--- src/hw/osc_pkg.sv ---
/*
 * Constants and carrier types for the oscillator trim and clock source block.
 * Assumes a 50 MHz system clock and an AXI4-Lite register master.
 */
package osc_pkg;

  // ----------------------------------------------------------------
  // Register map (byte addresses)
  // ----------------------------------------------------------------
  localparam logic [11:0] main_osc_trim_off    = 12'h034;
  localparam logic [11:0] osc_gain_setting_off = 12'h038;
  localparam logic [11:0] lp_osc_trim_off      = 12'h03c;
  localparam logic [11:0] lp_osc_ctrl_off      = 12'h040;
  localparam logic [11:0] table_select_off     = 12'h044;
  localparam logic [11:0] table_cmd_off        = 12'h048;
  localparam logic [11:0] table_data_lo_off    = 12'h04c;
  localparam logic [11:0] table_data_hi_off    = 12'h050;
  localparam logic [11:0] irq_status_off       = 12'h054;
  localparam logic [11:0] irq_mask_off         = 12'h058;
  localparam logic [11:0] table_status_off     = 12'h05c;

  // ----------------------------------------------------------------
  // Field positions
  // ----------------------------------------------------------------
  localparam int lp_ctrl_normal_bit  = 0;
  localparam int lp_ctrl_itmr_bit    = 1;
  localparam int lp_ctrl_tcap_bit    = 2;
  localparam int irq_wake_bit        = 0;
  localparam int irq_table_done_bit  = 1;
  localparam int irq_bad_key_bit     = 2;

  // ----------------------------------------------------------------
  // Reset values and service-call constants
  // ----------------------------------------------------------------
  localparam logic [7:0] main_trim_reset   = 8'h80;
  localparam logic [7:0] gain_reset        = 8'h40;
  localparam logic [7:0] lp_trim_reset     = 8'h80;
  localparam logic [2:0] lp_ctrl_reset     = 3'h0;
  localparam logic [7:0] supervisory_key   = 8'h3a;
  localparam logic [7:0] table_read_opcode = 8'h06;
  localparam logic [2:0] irq_mask_reset    = 3'h0;
  localparam logic [2:0] trim_table_main   = 3'h2;
  localparam logic [2:0] trim_table_lp     = 3'h3;
  localparam logic [2:0] silicon_table     = 3'h0;
  localparam logic [1:0] axi_okay          = 2'h0;
  localparam logic [1:0] axi_slverr        = 2'h2;

  // ----------------------------------------------------------------
  // Timing
  // ----------------------------------------------------------------
  localparam int sys_clk_hz     = 50_000_000;
  localparam int main_osc_hz    = 24_000_000;
  localparam int lp_osc_hz      = 32_000;
  localparam int main_div_count = sys_clk_hz / main_osc_hz;
  localparam int lp_div_count   = sys_clk_hz / lp_osc_hz;
  localparam int wake_lp_ticks  = 512;

  // ----------------------------------------------------------------
  // Types
  // ----------------------------------------------------------------
  typedef struct packed {
    logic [7:0] main_trim;
    logic [7:0] gain;
    logic [7:0] lp_trim;
    logic       lp_normal;
  } osc_cfg_type;

  typedef struct packed {
    logic itmr_lp;
    logic tcap_lp;
  } clk_sel_type;

endpackage

--- src/hw/osc_tick.sv ---
/*
 * Accumulating divider that makes a one-cycle enable pulse at a nominal rate.
 * Assumes a single clock and synchronous active-low reset.
 */
`timescale 1ns/100ps
`default_nettype none
module osc_tick
  import osc_pkg::*;
#(
  parameter int div_count = 2
) (
  input  wire logic       aclk,
  input  wire logic       aresetn,
  input  wire logic       enable,
  input  wire logic [7:0] trim,
  output logic            tick
);

  logic [23:0] cnt_r;
  logic [23:0] cnt_nxt;
  logic        tick_nxt;
  logic [23:0] limit;

  // ----------------------------------------------------------------
  // Divider
  // ----------------------------------------------------------------
  // Trim nudges the period around its nominal length of div_count cycles;
  // clamped so a low trim cannot wrap the limit and stall the tick
  always_comb begin
    if (24'(div_count) + 24'(trim[7:4]) > 24'd9) begin
      limit = 24'(div_count) + 24'(trim[7:4]) - 24'd9;
    end else begin
      limit = 24'd0;
    end
    cnt_nxt  = cnt_r + 24'd1;
    tick_nxt = 1'b0;
    if (!enable) begin
      cnt_nxt = 24'd0;
    end else if (cnt_r >= limit) begin
      cnt_nxt  = 24'd0;
      tick_nxt = 1'b1;
    end
  end

  always_ff @(posedge aclk) begin
    if (!aresetn) begin
      cnt_r <= 24'd0;
      tick  <= 1'b0;
    end else begin
      cnt_r <= cnt_nxt;
      tick  <= tick_nxt;
    end
  end

endmodule
`default_nettype wire

--- src/hw/osc_ctrl.sv ---
/*
 * Oscillator trim, gain and clock source control with a table-read service.
 * Assumes an AXI4-Lite master on aclk; suspend_req is a same-clock level.
 */
// Summary of operation
// - Two oscillator enables: trimmable 24 MHz main and 32 kHz low power
// - Low-power tick keeps running in suspend and times periodic wakeup
// - Low-power tick selectable for interval and capture timer clocks
// - Low-power oscillator has low-power and normal accurate settings
// - Trim registers load 3.30V values at power on
// - Main trim at 0x34 writable, sets the 24 MHz trim
// - Gain register at 0x38 writable alongside the trim
// - Table 2 holds main trims at FCh..FFh, 3.30V first
// - Table 3 holds low-power trims at F8h..FBh, 3.30V first
// - Table 0 returns silicon id, upper byte F8, lower F9
// - After table 2 read, main trims sit at FC..FF
// - Table read uses three low bits; copies eight bytes F8h..FFh
`timescale 1ns/100ps
`default_nettype none
module osc_ctrl
  import osc_pkg::*;
#(
  parameter logic [15:0] silicon_id = 16'h1234,
  parameter int          lp_div     = lp_div_count,
  parameter int          wake_ticks = wake_lp_ticks
) (
  input  wire logic        aclk,
  input  wire logic        aresetn,
  input  wire logic [11:0] s_axi_awaddr,
  input  wire logic        s_axi_awvalid,
  output logic             s_axi_awready,
  input  wire logic [31:0] s_axi_wdata,
  input  wire logic [3:0]  s_axi_wstrb,
  input  wire logic        s_axi_wvalid,
  output logic             s_axi_wready,
  output logic [1:0]       s_axi_bresp,
  output logic             s_axi_bvalid,
  input  wire logic        s_axi_bready,
  input  wire logic [11:0] s_axi_araddr,
  input  wire logic        s_axi_arvalid,
  output logic             s_axi_arready,
  output logic [31:0]      s_axi_rdata,
  output logic [1:0]       s_axi_rresp,
  output logic             s_axi_rvalid,
  input  wire logic        s_axi_rready,
  input  wire logic        suspend_req,
  output osc_cfg_type      osc_cfg,
  output logic             main_osc_tick,
  output logic             lp_osc_tick,
  output logic             interval_timer_clock,
  output logic             capture_timer_clock,
  output logic             irq
);

  // ----------------------------------------------------------------
  // Trim tables; rows 2 and 3 hold per-voltage trims
  // ----------------------------------------------------------------
  typedef enum logic [1:0] {
    st_idle = 2'b00,
    st_copy = 2'b01,
    st_done = 2'b10
  } tbl_state_type;

  logic [7:0] rom [0:7][0:7];
  generate
    for (genvar t = 0; t < 8; t++) begin : g_tbl
      for (genvar b = 0; b < 8; b++) begin : g_byte
        if (t == 0 && b == 0) begin : g_id_hi
          assign rom[t][b] = silicon_id[15:8];
        end else if (t == 0 && b == 1) begin : g_id_lo
          assign rom[t][b] = silicon_id[7:0];
        end else if (t == 2 && b >= 4) begin : g_main
          assign rom[t][b] = main_trim_reset + 8'(b - 4);
        end else if (t == 3 && b < 4) begin : g_lp
          assign rom[t][b] = lp_trim_reset + 8'(b);
        end else begin : g_blank
          assign rom[t][b] = 8'h00;
        end
      end
    end
  endgenerate

  // ----------------------------------------------------------------
  // Register state
  // ----------------------------------------------------------------
  logic [7:0]    main_trim_r, main_trim_nxt;
  logic [7:0]    gain_r, gain_nxt;
  logic [7:0]    lp_trim_r, lp_trim_nxt;
  logic [2:0]    lp_ctrl_r, lp_ctrl_nxt;
  logic [7:0]    sel_r, sel_nxt;
  logic [7:0]    key_r, key_nxt;
  logic [7:0]    frame_r, frame_nxt;
  logic [7:0]    sram_r [0:7];
  logic [7:0]    sram_nxt [0:7];
  logic [2:0]    idx_r, idx_nxt;
  tbl_state_type st_r, st_nxt;
  logic [2:0]    stat_r, stat_nxt;
  logic [2:0]    mask_r, mask_nxt;
  logic [15:0]   wake_cnt_r, wake_cnt_nxt;
  logic          aw_ok_r, aw_ok_nxt;
  logic          w_ok_r, w_ok_nxt;
  logic [11:0]   awaddr_r, awaddr_nxt;
  logic [31:0]   wdata_r, wdata_nxt;
  logic          bvalid_nxt, rvalid_nxt;
  logic [1:0]    bresp_nxt, rresp_nxt;
  logic [31:0]   rdata_nxt;
  logic          irq_nxt;
  logic          main_tick, lp_tick;
  logic          wr_fire, rd_fire;
  logic [2:0]    ev;

  // ----------------------------------------------------------------
  // Oscillator dividers
  // ----------------------------------------------------------------
  // Main oscillator stops in suspend; the low-power one never does
  osc_tick #(.div_count(main_div_count)) u_main (
    .aclk    (aclk),
    .aresetn (aresetn),
    .enable  (!suspend_req),
    .trim    (main_trim_r),
    .tick    (main_tick)
  );

  osc_tick #(.div_count(lp_div)) u_lp (
    .aclk    (aclk),
    .aresetn (aresetn),
    .enable  (1'b1),
    .trim    (lp_ctrl_r[lp_ctrl_normal_bit] ? lp_trim_r : lp_trim_reset),
    .tick    (lp_tick)
  );

  assign wr_fire = aw_ok_r && w_ok_r && !s_axi_bvalid;
  assign rd_fire = s_axi_arvalid && s_axi_arready;

  // ----------------------------------------------------------------
  // Next-state logic
  // ----------------------------------------------------------------
  always_comb begin
    main_trim_nxt = main_trim_r;
    gain_nxt      = gain_r;
    lp_trim_nxt   = lp_trim_r;
    lp_ctrl_nxt   = lp_ctrl_r;
    sel_nxt       = sel_r;
    key_nxt       = key_r;
    frame_nxt     = frame_r;
    idx_nxt       = idx_r;
    st_nxt        = st_r;
    mask_nxt      = mask_r;
    aw_ok_nxt     = aw_ok_r;
    w_ok_nxt      = w_ok_r;
    awaddr_nxt    = awaddr_r;
    wdata_nxt     = wdata_r;
    bvalid_nxt    = s_axi_bvalid;
    bresp_nxt     = s_axi_bresp;
    rvalid_nxt    = s_axi_rvalid;
    rresp_nxt     = s_axi_rresp;
    rdata_nxt     = s_axi_rdata;
    ev            = 3'h0;
    wake_cnt_nxt  = wake_cnt_r;
    for (int i = 0; i < 8; i++) begin
      sram_nxt[i] = sram_r[i];
    end
    // Periodic wakeup counted on low-power ticks
    if (lp_tick) begin
      if (wake_cnt_r >= 16'(wake_ticks - 1)) begin
        wake_cnt_nxt     = 16'd0;
        ev[irq_wake_bit] = 1'b1;
      end else begin
        wake_cnt_nxt = wake_cnt_r + 16'd1;
      end
    end
    // Write address and data may arrive in either order
    if (s_axi_awvalid && s_axi_awready) begin
      aw_ok_nxt  = 1'b1;
      awaddr_nxt = s_axi_awaddr;
    end
    if (s_axi_wvalid && s_axi_wready) begin
      w_ok_nxt  = 1'b1;
      wdata_nxt = s_axi_wdata;
    end
    if (s_axi_bvalid && s_axi_bready) begin
      bvalid_nxt = 1'b0;
    end
    if (wr_fire) begin
      aw_ok_nxt  = 1'b0;
      w_ok_nxt   = 1'b0;
      bvalid_nxt = 1'b1;
      bresp_nxt  = axi_okay;
      case (awaddr_r)
        main_osc_trim_off:    main_trim_nxt = wdata_r[7:0];
        osc_gain_setting_off: gain_nxt = wdata_r[7:0];
        lp_osc_trim_off:      lp_trim_nxt = wdata_r[7:0];
        lp_osc_ctrl_off:      lp_ctrl_nxt = wdata_r[2:0];
        table_select_off:     sel_nxt = wdata_r[7:0];
        table_cmd_off: begin
          // Key, stack frame and opcode arrive in one word
          key_nxt   = wdata_r[7:0];
          frame_nxt = wdata_r[15:8];
          if (st_r == st_idle && wdata_r[7:0] == supervisory_key
              && wdata_r[23:16] == table_read_opcode) begin
            st_nxt  = st_copy;
            idx_nxt = 3'd0;
          end else begin
            ev[irq_bad_key_bit] = 1'b1;
          end
        end
        irq_mask_off:         mask_nxt = wdata_r[2:0];
        default:              bresp_nxt = axi_slverr;
      endcase
    end
    // Table copy: one byte per cycle into the parameter area
    case (st_r)
      st_idle: begin
      end
      st_copy: begin
        sram_nxt[idx_r] = rom[sel_r[2:0]][idx_r];
        idx_nxt         = idx_r + 3'd1;
        if (idx_r == 3'd7) begin
          st_nxt = st_done;
        end
      end
      st_done: begin
        ev[irq_table_done_bit] = 1'b1;
        st_nxt                 = st_idle;
      end
      default: st_nxt = st_idle;
    endcase
    if (s_axi_rvalid && s_axi_rready) begin
      rvalid_nxt = 1'b0;
    end
    if (rd_fire) begin
      rvalid_nxt = 1'b1;
      rresp_nxt  = axi_okay;
      rdata_nxt  = 32'h0;
      case (s_axi_araddr)
        main_osc_trim_off:    rdata_nxt = {24'h0, main_trim_r};
        osc_gain_setting_off: rdata_nxt = {24'h0, gain_r};
        lp_osc_trim_off:      rdata_nxt = {24'h0, lp_trim_r};
        lp_osc_ctrl_off:      rdata_nxt = {29'h0, lp_ctrl_r};
        table_select_off:     rdata_nxt = {24'h0, sel_r};
        table_cmd_off:        rdata_nxt = {16'h0, frame_r, key_r};
        table_data_lo_off:    rdata_nxt = {sram_r[3], sram_r[2], sram_r[1], sram_r[0]};
        table_data_hi_off:    rdata_nxt = {sram_r[7], sram_r[6], sram_r[5], sram_r[4]};
        irq_status_off:       rdata_nxt = {29'h0, stat_r};
        irq_mask_off:         rdata_nxt = {29'h0, mask_r};
        table_status_off:     rdata_nxt = {31'h0, st_r != st_idle};
        default:              rresp_nxt = axi_slverr;
      endcase
    end
    // Read clears status; a same-cycle event still sets
    stat_nxt = stat_r;
    if (rd_fire && s_axi_araddr == irq_status_off) begin
      stat_nxt = 3'h0;
    end
    stat_nxt = stat_nxt | ev;
    irq_nxt  = |(stat_nxt & mask_nxt);
  end

  // ----------------------------------------------------------------
  // Registers
  // ----------------------------------------------------------------
  always_ff @(posedge aclk) begin
    if (!aresetn) begin
      main_trim_r   <= main_trim_reset;
      gain_r        <= gain_reset;
      lp_trim_r     <= lp_trim_reset;
      lp_ctrl_r     <= lp_ctrl_reset;
      sel_r         <= 8'h00;
      key_r         <= 8'h00;
      frame_r       <= 8'h00;
      idx_r         <= 3'd0;
      st_r          <= st_idle;
      stat_r        <= 3'h0;
      mask_r        <= irq_mask_reset;
      wake_cnt_r    <= 16'd0;
      aw_ok_r       <= 1'b0;
      w_ok_r        <= 1'b0;
      awaddr_r      <= 12'h0;
      wdata_r       <= 32'h0;
      s_axi_bvalid  <= 1'b0;
      s_axi_bresp   <= axi_okay;
      s_axi_rvalid  <= 1'b0;
      s_axi_rresp   <= axi_okay;
      s_axi_rdata   <= 32'h0;
      irq           <= 1'b0;
      for (int i = 0; i < 8; i++) begin
        sram_r[i] <= 8'h00;
      end
    end else begin
      main_trim_r   <= main_trim_nxt;
      gain_r        <= gain_nxt;
      lp_trim_r     <= lp_trim_nxt;
      lp_ctrl_r     <= lp_ctrl_nxt;
      sel_r         <= sel_nxt;
      key_r         <= key_nxt;
      frame_r       <= frame_nxt;
      idx_r         <= idx_nxt;
      st_r          <= st_nxt;
      stat_r        <= stat_nxt;
      mask_r        <= mask_nxt;
      wake_cnt_r    <= wake_cnt_nxt;
      aw_ok_r       <= aw_ok_nxt;
      w_ok_r        <= w_ok_nxt;
      awaddr_r      <= awaddr_nxt;
      wdata_r       <= wdata_nxt;
      s_axi_bvalid  <= bvalid_nxt;
      s_axi_bresp   <= bresp_nxt;
      s_axi_rvalid  <= rvalid_nxt;
      s_axi_rresp   <= rresp_nxt;
      s_axi_rdata   <= rdata_nxt;
      irq           <= irq_nxt;
      for (int i = 0; i < 8; i++) begin
        sram_r[i] <= sram_nxt[i];
      end
    end
  end

  // ----------------------------------------------------------------
  // Ready flags and clock outputs, all registered
  // ----------------------------------------------------------------
  always_ff @(posedge aclk) begin
    if (!aresetn) begin
      s_axi_awready        <= 1'b0;
      s_axi_wready         <= 1'b0;
      s_axi_arready        <= 1'b0;
      osc_cfg              <= '0;
      main_osc_tick        <= 1'b0;
      lp_osc_tick          <= 1'b0;
      interval_timer_clock <= 1'b0;
      capture_timer_clock  <= 1'b0;
    end else begin
      // One beat each; held low until the response is taken
      s_axi_awready <= !aw_ok_nxt && !bvalid_nxt && !(s_axi_awvalid && s_axi_awready);
      s_axi_wready  <= !w_ok_nxt && !bvalid_nxt && !(s_axi_wvalid && s_axi_wready);
      s_axi_arready <= !rvalid_nxt && !rd_fire;
      osc_cfg       <= '{main_trim_r, gain_r, lp_trim_r, lp_ctrl_r[lp_ctrl_normal_bit]};
      main_osc_tick <= main_tick;
      lp_osc_tick   <= lp_tick;
      interval_timer_clock <= lp_ctrl_r[lp_ctrl_itmr_bit] ? lp_tick : main_tick;
      capture_timer_clock  <= lp_ctrl_r[lp_ctrl_tcap_bit] ? lp_tick : main_tick;
    end
  end

endmodule
`default_nettype wire

--- config.mk ---
export PLATFORM = sky130hd
export DESIGN_NAME = osc_ctrl
export DESIGN_NICKNAME = d
export VERILOG_FILES = /design/src/hw/osc_pkg.sv /design/src/hw/osc_tick.sv /design/src/hw/osc_ctrl.sv
export SDC_FILE = /design/constraint.sdc
export NUM_CORES = 1
export LEC_CHECK = 0
export ABC_CLOCK_PERIOD_IN_PS = 8740
export BUFFER_PORTS_ARGS = -buffer_cell sky130_fd_sc_hd__buf_2
export CAP_MARGIN = 40
export CORE_ASPECT_RATIO = 0.6
export CORE_MARGIN = 5
export CORE_UTILIZATION = 39
export CTS_BUF_LIST = sky130_fd_sc_hd__clkbuf_8 sky130_fd_sc_hd__clkbuf_16
export DETAILED_ROUTE_END_ITERATION = 10
export PLACE_DENSITY = 0.62
export SLEW_MARGIN = 20
export SYNTH_ARGS = -nofsm -noshare
export SYNTH_HDL_FRONTEND = slang
export SYNTH_SLANG_ARGS = --single-unit
--- constraint.sdc ---
create_clock -name aclk -period 8.74 [get_ports aclk]
set_clock_uncertainty 0.2 [all_clocks]
set_input_delay 1.311 -clock aclk [delete_from_list [all_inputs] [get_ports aclk]]
set_output_delay 1.311 -clock aclk [all_outputs]
set_load 0.01 [all_outputs]
==> impl_metrics.yaml, run 1 <==
run_status:
  status: "complete, no violations"
layout:
  syn_to_final_growth_pct: 16.27
  layout-drive-gt1-share_pct: 15.64
  n_antenna_cell: 0
  nNetsFinal: 1494
  utilization_pct: 46.39
  design_area_um2: 13430
  instances_no_fill: 1800
  nFillCells: 2853
sta:
  min_period_over_period_pct: 49.67
  slew_viol_final: 0
  setup_tns_ns: 0
  rsz0062_at_grt: "no"
  tightest_slew_ns: 0.8123
  layout_min_cycle_time_ns: 4.341
  slew_headroom_pct: 45.72
  max_freq_mhz: 230.4
  setup_viol: 0
  timing_hold_violations_final: 0
route:
  avgRoutedWirePerCell_um: 17.07
  wl_mm: 30.73
  ant_nets: 0
  drt_first_pass_iters: 5
  drc: 0
  vias_per_cell: 5.277
  first_iter_violations: 742
  vias: 9498
synth:
  synthArstFlopShare_pct: 0
  synth_edf_count: 0
  ys_warn_count: 0
  synthCells: 1259
  avgSynthCellArea_um2: 9.174
  synth_top_cell_by_area: "dfxtp_1"
  ys_seq_area_share_pct: 46.63
  synth_area_leaders: "dfxtp_1 47%, nand2_1 5.6%, ha_1 4.9%"
  synth_cell_types: 78
  synth-main-ff-cell: "dfxtp_1"
  synth-seq-cells: 269
  synthTopCellsByCount: "269 x dfxtp_1, 171 x nand2_1, 101 x nor2_1"
  synth_top_area_share_pct: 46.63
  syn-cell-area_um2: 11550
  synth.most_common_cell: "dfxtp_1"
floorplan:
  die_height_um: 143.3
  fp-row-count: 48
  core-area_um2: 28950
  die_width_um: 232.2
  io_pins: 139
  dieArea_um2: 33270
  start_util_pct: 39.90
critical_path:
  start_kind: "flop"
  critical_path.max_fanout: 15
  critPathRequiredTime_ns: 8.94
  arrival_ns: 4.55
  end_kind: "flop"
  crit_type: "flop to flop"
global_route:
  grt_max_degree: 78
  grt.overflow.total: 0
  grt.total_usage_pct: 17.87
  grt_pass1_wl_mm: 48.44
  first_global_vias: 8731
  antenna_found_initial: 0
placed_design:
  routabilityCongestion: 0.9282
  placed_cells: 1751
  place_hpwl_mm: 22.42
  io_buffers: 120
  placed_cell_area_um2: 12610
clock_network:
  clock_latency_ns: 0.56
  root_buffer: "clkbuf_16"
  clockBufferDepth: 3
  cts_max_level: 1
  cts_resized: 0
  cts.sinks: 269
  cts_hold_buf: 0
  cts_tree: "built"
  cts_setup_buffers: 0
  path_clk_slew_ns: 0.06
  cts_buffers: 26
run:
  cap_viol_max_count: 0
power_and_ir_drop:
  vdd_drop_max_mv: 0.1326
  p_leak_nw: 5.314
  p_total_mw: 2.415
  p_per_area_nw_per_um2: 179.9
hold_path:
  hold_class: "flop to flop"
==> cells in the final DEF (no fill, tap or decap), drive strengths merged, types with 18 or more instances in the layout <==
cell type  instances
clkbuf            29
nand2            171
nand4             24
and3              30
inv               28
nor2             101
ha                45
nor4              35
o21ai             49
mux2i             54
xor2              19
xnor2             32
buf              141
nand3             36
dfxtp            269
and2              37
nor3              19
a22oi             18
conb              28
a21oi             76
==> state kept, by name, indices dropped and copies added, names as in the netlist, 2 cells and up <==
name and flops:
sram_r 40, s_axi_rdata 26, osc_cfg 25, u_lp.cnt_r 24
u_main.cnt_r 24, wdata_r 24, wake_cnt_r 16, awaddr_r 12
frame_r 8, gain_r 8, key_r 8, lp_trim_r 8
main_trim_r 8, sel_r 8, idx_r 3, lp_ctrl_r 3
mask_r 3, stat_r 3, st_r 2
==> cell families after synthesis <==
logic type	Yosys count	synth area share, %
and+or+nand+nor	519	23.07
DFF	269	46.63
AOI/OAI and AO/OA	219	12.66
buffers and inverters	94	3.564
muxes	60	5.265
xor gates and xnor gates	51	3.867
adders and majority gates	45	4.875
other	2	0.06502
==> area by class of cell <==
| class | count | area (um2) | area share, % |
|---|---|---|---|
| clock buffer | 28 | 678.2 | 5.050 |
| tap | 400 | 500.5 | 3.727 |
| clock inverter | 19 | 127.6 | 0.9503 |
| sequential | 269 | 5385 | 40.10 |
| timing repair buffer | 142 | 799.5 | 5.954 |
| inverter | 20 | 76.32 | 0.5683 |
| multi-input combinational | 922 | 5862 | 43.65 |
==> worst paths after layout <==
check	start	end	slack (ns)	cells after the start
max reg2reg	main_trim_r[5]$_SDFFE_PN0P_	u_main.cnt_r[5]$_SDFF_PP0_	4.40	14
max	main_trim_r[5]$_SDFFE_PN0P_	u_main.cnt_r[5]$_SDFF_PP0_	4.40	14
min	sram_r[0][20]$_SDFFE_PN0P_	sram_r[0][20]$_SDFFE_PN0P_	0.23	2
min reg2reg	sram_r[0][20]$_SDFFE_PN0P_	sram_r[0][20]$_SDFFE_PN0P_	0.23	2
==> worst max-delay path: stages, from the launching register on <==
cell	delay [ns]
dfxtp_1	0.50
ha_1	0.27
nand3_1	0.13
mux2_2	0.29
a21oi_1	0.16
a31oi_1	0.11
nand2b_1	0.31
ha_1	0.34
nand4_1	0.22
nor4_1	0.46
o2111ai_1	0.16
o211ai_1	0.49
buf_4	0.25
buf_4	0.21
nor4_1	0.09
==> per-layer routing <==
| layer | GRT usage [%] | share of wire (%) | wire (um) |
|---|---|---|---|
| met4 | 3.728 | 1.9 | 597 |
| met3 | 3.890 | 6.8 | 2100 |
| met2 | 25.42 | 40 | 12310 |
| met1 | 27.68 | 51 | 15720 |
| met5 | 0 | 0 | 0 |
==> per-stage QoR <==
| step | worst slack (ns) | hold WS, ns |
|---|---|---|
| 2_1_floorplan | 5.338 | 0.2088 |
| 3_3_place_gp | 4.402 | 0.2191 |
| 3_5_place_dp | 4.481 | 0.2232 |
| 4_1_cts | 4.394 | 0.2331 |
| 5_1_grt | 4.007 | 0.2479 |
| 6_report | 4.399 | 0.2300 |
==> report_power, final <==
group / internal (mW) / switching, mW
clock network: 0.566 / 0.491
registers: 1.24 / 0.0150
logic: 0.0343 / 0.0668
total: 1.84 / 0.573
Power figures use the tool's default switching activity.
==> run 2, diff against run 1 <==
ABC_CLOCK_PERIOD_IN_PS = 4500   (was 8740)
clock period = 4.5 ns   (was 8.74 ns; I/O delays follow)
==> run 2 against run 1 <==
Effect of this change:
- combinational power increased by 95%
- utilization is 0.35 points higher
- critical path depth fell by 1
- sequential share of layout area shrank 0.30 points
- sequential cell count unchanged
- register-to-register slack got worse by 3.7 ns
- first-iteration DRC count rose by 0.40%
- cell count up 0.17%
==> impl_metrics.yaml, run 2 (synthesis results as in run 1) <==
sta:
  setup_tns_ns: 0
  timing_hold_violations_final: 0
  slew_headroom_pct: 37.74
  setup_viol: 0
  rsz0062_at_grt: "no"
  slew_viol_final: 0
  max_freq_mhz: 261.5
  min_period_over_period_pct: 84.98
  finalWorstSetupSlack_ns: 0.6761
  layout_min_cycle_time_ns: 3.824
  tightest_slew_ns: 0.9209
floorplan:
  core-area_um2: 28950
  dieArea_um2: 33270
  fp-row-count: 48
  io_pins: 139
  die_width_um: 232.2
  start_util_pct: 39.90
  die_height_um: 143.3
clock_network:
  cts_hold_buf: 0
  cts.sinks: 269
  cts_buffers: 27
  cts_setup_buffers: 0
  clockBufferDepth: 3
  cts_tree: "built"
  root_buffer: "clkbuf_16"
  cts_resized: 0
  cts_max_level: 1
  path_clk_slew_ns: 0.06
  clock_latency_ns: 0.55
route:
  vias: 9436
  first_iter_violations: 745
  vias_per_cell: 5.233
  drc: 0
  avgRoutedWirePerCell_um: 16.91
  drt_first_pass_iters: 5
  ant_nets: 0
  wl_mm: 30.48
run:
  cap_viol_max_count: 0
layout:
  nNetsFinal: 1497
  top_regs: "sram_r (40), s_axi_rdata (26), osc_cfg (25)"
  largest_reg_flops: 40
  n_antenna_cell: 0
  multi_input_area_um2: 5856
  design_area_um2: 13530
  final_common_cell: "dfxtp_1"
  layout-drive-gt1-share_pct: 16.04
  ff_latch_area_um2: 5385
  final_cell_mix: "269 x dfxtp_1, 171 x nand2_1, 122 x buf_2"
  nFillCells: 2886
  syn_to_final_growth_pct: 17.14
  regMostFlops: "sram_r"
global_route:
  grt_pass1_wl_mm: 49.16
  grt_max_degree: 78
  grt.total_usage_pct: 18.15
  grt.overflow.total: 0
  first_global_vias: 8866
  antenna_found_initial: 0
hold_path:
  hold_depth: 3
  hold_class: "input port to flop"
  hold_end: "awaddr_r[10]$_SDFFE_PN0P_"
  hp-start: "s_axi_awaddr[10]"
critical_path:
  crit_type: "flop to flop"
  r2r-end: "u_main.cnt_r[14]$_SDFF_PP0_"
  rr_worst_depth: 13
  arrival_ns: 4.03
  start_kind: "flop"
  r2r_start: "main_trim_r[6]$_SDFFE_PN0P_"
  critPathRequiredTime_ns: 4.71
  critical_path.max_fanout: 20
  r2r_slack_ns: 0.68
  end_kind: "flop"
run_status:
  status: "complete, no violations"
placed_design:
  placed_cell_area_um2: 12570
  place_hpwl_mm: 22.12
  io_buffers: 120
  place_ws_ns: 0.7087
  routabilityCongestion: 0.8685
power_and_ir_drop:
  p_leak_nw: 5.361
  p_per_area_nw_per_um2: 366.3
  vdd_drop_max_mv: 0.2539
  p_total_mw: 4.956
## run 2: how the worst max path moves through the flow
stage	endpoint	startpoint	slack [ns]	cells past startpoint
2_1_floorplan	u_main.tick$_SDFF_PP0_	main_trim_r[5]$_SDFFE_PN0P_	1.10	13
6_report	u_main.cnt_r[14]$_SDFF_PP0_	main_trim_r[6]$_SDFFE_PN0P_	0.68	13
3_5_place_dp	u_main.cnt_r[12]$_SDFF_PP0_	main_trim_r[6]$_SDFFE_PN0P_	0.71	13
4_1_cts	u_main.cnt_r[15]$_SDFF_PP0_	main_trim_r[6]$_SDFFE_PN0P_	0.68	13
3_3_place_gp	u_main.cnt_r[4]$_SDFF_PP0_	main_trim_r[5]$_SDFFE_PN0P_	0.83	13
5_1_grt	u_main.cnt_r[2]$_SDFF_PP0_	main_trim_r[6]$_SDFFE_PN0P_	0.42	13
## run 2: critical path, cell delays in order (launching register included)
cell and delay, ns:
dfxtp_1 0.51, ha_1 0.27, nand3_1 0.11, mux2_2 0.27
a21oi_1 0.16, a31oi_1 0.11, nand2b_1 0.30, ha_1 0.33
nand4_1 0.17, nor4_1 0.46, o2111ai_1 0.18, o211ai_1 0.23
buf_4 0.29, nor4_1 0.09
## run 2: through the flow
stage	instances	hold WS [ns]	utilization [%]
floorplan	1285	0.2088	-
global placement	1745	0.2195	43.26
detailed placement	1751	0.2241	43.41
CTS	1799	0.1346	46.59
global route	1803	0.1434	46.74
finish	1803	0.1588	46.74
## run 2: per-layer routing
layer | part of all wire, % | vias to the layer above | track usage [%]
met3 | 6.4 | 36 | 3.633
met1 | 52 | 4444 | 28.47
met2 | 40 | 257 | 25.86
li1 | - | 4699 | -
met4 | 1.5 | 0 | 3.324
met5 | 0 | - | 0
## run 2: final cells by class
class	count	share of cell area, %
flip-flops and latches	269	39.80
clock inverters	15	1.184
well taps	400	3.699
multi-input cells	922	43.28
inverters	20	0.5641
repair buffers	144	5.863
clock buffers	33	5.604
## run 2: where the power goes
part / internal [mW] / total (mW) / switching (mW)
combinational: 0.0666 / 0.197 / 0.130
clock: 1.37 / 2.32 / 0.951
sequential: 2.41 / 2.44 / 0.0293
total: 3.85 / 4.96 / 1.11
==> run 3, diff against run 2 <==
ABC_CLOCK_PERIOD_IN_PS = 3750   (was 4500)
clock period = 3.75 ns   (was 4.5 ns; I/O delays follow)
==> run 3 against run 2 <==
Effect of this change:
- wire length increased by 1.4%
- worst hold slack got worse by 0.12 ns
- first-iteration DRC count increased by 4.4%
- critical endpoint is now u_main.cnt_r[2]$_SDFF_PP0_
- final area increased by 0.32%
- global-route usage decreased by 0.088 points
==> impl_metrics.yaml, run 3 (synthesis results as in run 1) <==
sta:
  min_period_over_period_pct: 94.53
  holdWs_ns: 0.03860
  rsz0062_at_grt: "no"
  setup_tns_ns: 0
  slew_viol_final: 0
  timing_hold_violations_final: 0
  slew_headroom_pct: 45.16
  setup_viol: 0
  tightest_slew_ns: 0.8209
  max_freq_mhz: 282.1
  layout_min_cycle_time_ns: 3.545
critical_path:
  cp_common_cell: "ha_1"
  critPathRequiredTime_ns: 3.98
  critical_path.max_fanout: 6
  arrival_ns: 3.77
  start_kind: "flop"
  crit_type: "flop to flop"
  critical-path-slowest-cell: "dfxtp_2"
  worstPathCellList: "ha_1 -> nand3_1 -> mux2_2 -> a21oi_1 -> a31oi_1 -> nand2b_4 -> ha_1 -> nand4_1 -> nor4_2 -> o2111ai_1 -> o211ai_1 -> buf_4 -> clkdlybuf4s15_2 -> nor4_1"
  end_kind: "flop"
  cp_slowest_stage_delay_ns: 0.39
floorplan:
  start_util_pct: 39.90
  core-area_um2: 28950
  dieArea_um2: 33270
  fp-row-count: 48
  die_height_um: 143.3
  die_width_um: 232.2
  io_pins: 139
placed_design:
  routabilityCongestion: 0.8673
  io_buffers: 120
  place_hpwl_mm: 22.37
route:
  avgRoutedWirePerCell_um: 17.10
  vias_per_cell: 5.239
  ant_nets: 0
  wl_mm: 30.90
  first_iter_violations: 778
  drt_first_pass_iters: 5
  vias: 9467
  drc: 0
global_route:
  antenna_found_initial: 0
  grt.total_usage_pct: 18.06
  grt.overflow.total: 0
  grt_pass1_wl_mm: 48.73
  first_global_vias: 8852
  grt_max_degree: 81
layout:
  top_regs: "sram_r (40), s_axi_rdata (26), osc_cfg (25)"
  largest_reg_flops: 40
  final_cell_mix: "267 x dfxtp_1, 171 x nand2_1, 121 x buf_2"
  nNetsFinal: 1503
  final_common_cell: "dfxtp_1"
  regMostFlops: "sram_r"
  layout-drive-gt1-share_pct: 16.92
  syn_to_final_growth_pct: 17.52
  n_antenna_cell: 0
clock_network:
  cts_hold_buf: 0
  path_clk_slew_ns: 0.07
  cts_tree: "built"
  clock_latency_ns: 0.56
  root_buffer: "clkbuf_16"
  clockBufferDepth: 3
  cts_max_level: 1
  cts_buffers: 26
  cts.sinks: 269
power_and_ir_drop:
  p_leak_nw: 5.356
  vdd_drop_max_mv: 0.3472
  p_per_area_nw_per_um2: 431.5
run:
  cap_viol_max_count: 0
run_status:
  status: "complete, no violations"
hold_path:
  hold_class: "input port to flop"
[run 3: what timing repair did]
action | in CTS | in global routing
endpoints found under the setup margin | 0 | 25
buffers inserted | 0 | 1
gates resized for setup | 0 | 6
[run 3: final timing paths]
path                                                   from                         end  slack, ns  depth (start not counted)
worst max-delay path            main_trim_r[5]$_SDFFE_PN0P_  u_main.cnt_r[2]$_SDFF_PP0_       0.21                         14
worst min-delay path                         s_axi_wdata[9]     wdata_r[9]$_SDFFE_PN0P_       0.04                          3
worst max register to register  main_trim_r[5]$_SDFFE_PN0P_  u_main.cnt_r[2]$_SDFF_PP0_       0.21                         14
worst min register to register   sram_r[0][16]$_SDFFE_PN0P_  sram_r[0][16]$_SDFFE_PN0P_       0.23                          2
[run 3: area by class of cell]
class / instances / area [um2]
Clock buffer: 29 / 691.9
Inverter: 20 / 76.32
Fill cell: 2821 / 15370
Timing Repair Buffer: 151 / 854.6
Sequential cell: 269 / 5388
Tap cell: 400 / 500.5
Multi-Input combinational cell: 922 / 5874
Clock inverter: 16 / 187.7
[run 3: metal layers]
metal	GRT usage [%]	vias up	part of all wire, %
li1	-	4708	-
met2	25.74	286	40
met4	3.759	0	1.8
met3	3.081	33	6.0
met5	0	-	0
met1	28.48	4440	52
[run 3: worst max-delay path: cells and delay by family (launching register included)]
kind / cells / cell delay (ns)
compound gates: 4 / 0.74
fa+ha+maj: 2 / 0.49
buf+inv: 2 / 0.43
flops: 1 / 0.39
mux: 1 / 0.27
simple gates: 5 / 0.89
[run 3: report_power, final]
| group | leakage [nW] | total (mW) | switching (mW) | internal [mW] |
|---|---|---|---|---|
| Combinational | 2.75 | 0.235 | 0.155 | 0.0799 |
| Clock | 0.430 | 2.69 | 1.15 | 1.54 |
| Sequential | 2.18 | 2.93 | 0.0359 | 2.90 |
| Total | 5.36 | 5.86 | 1.34 | 4.51 |
[run 3: metrics by stage]
stage | total power [mW] | util (%) | setup slack [ns] | std cells | area (um2)
3_3_place_gp | 3.220 | 43.59 | 0.1557 | 1756 | 12620
2_1_floorplan | 3.134 | - | 0.3483 | 1285 | 11650
3_5_place_dp | 3.227 | 43.69 | 0.1189 | 1759 | 12650
4_1_cts | 5.926 | 46.72 | 0.08310 | 1804 | 13530
6_report | 5.856 | 46.89 | 0.2051 | 1807 | 13570
5_1_grt | 6.064 | 46.89 | 0.002002 | 1807 | 13570
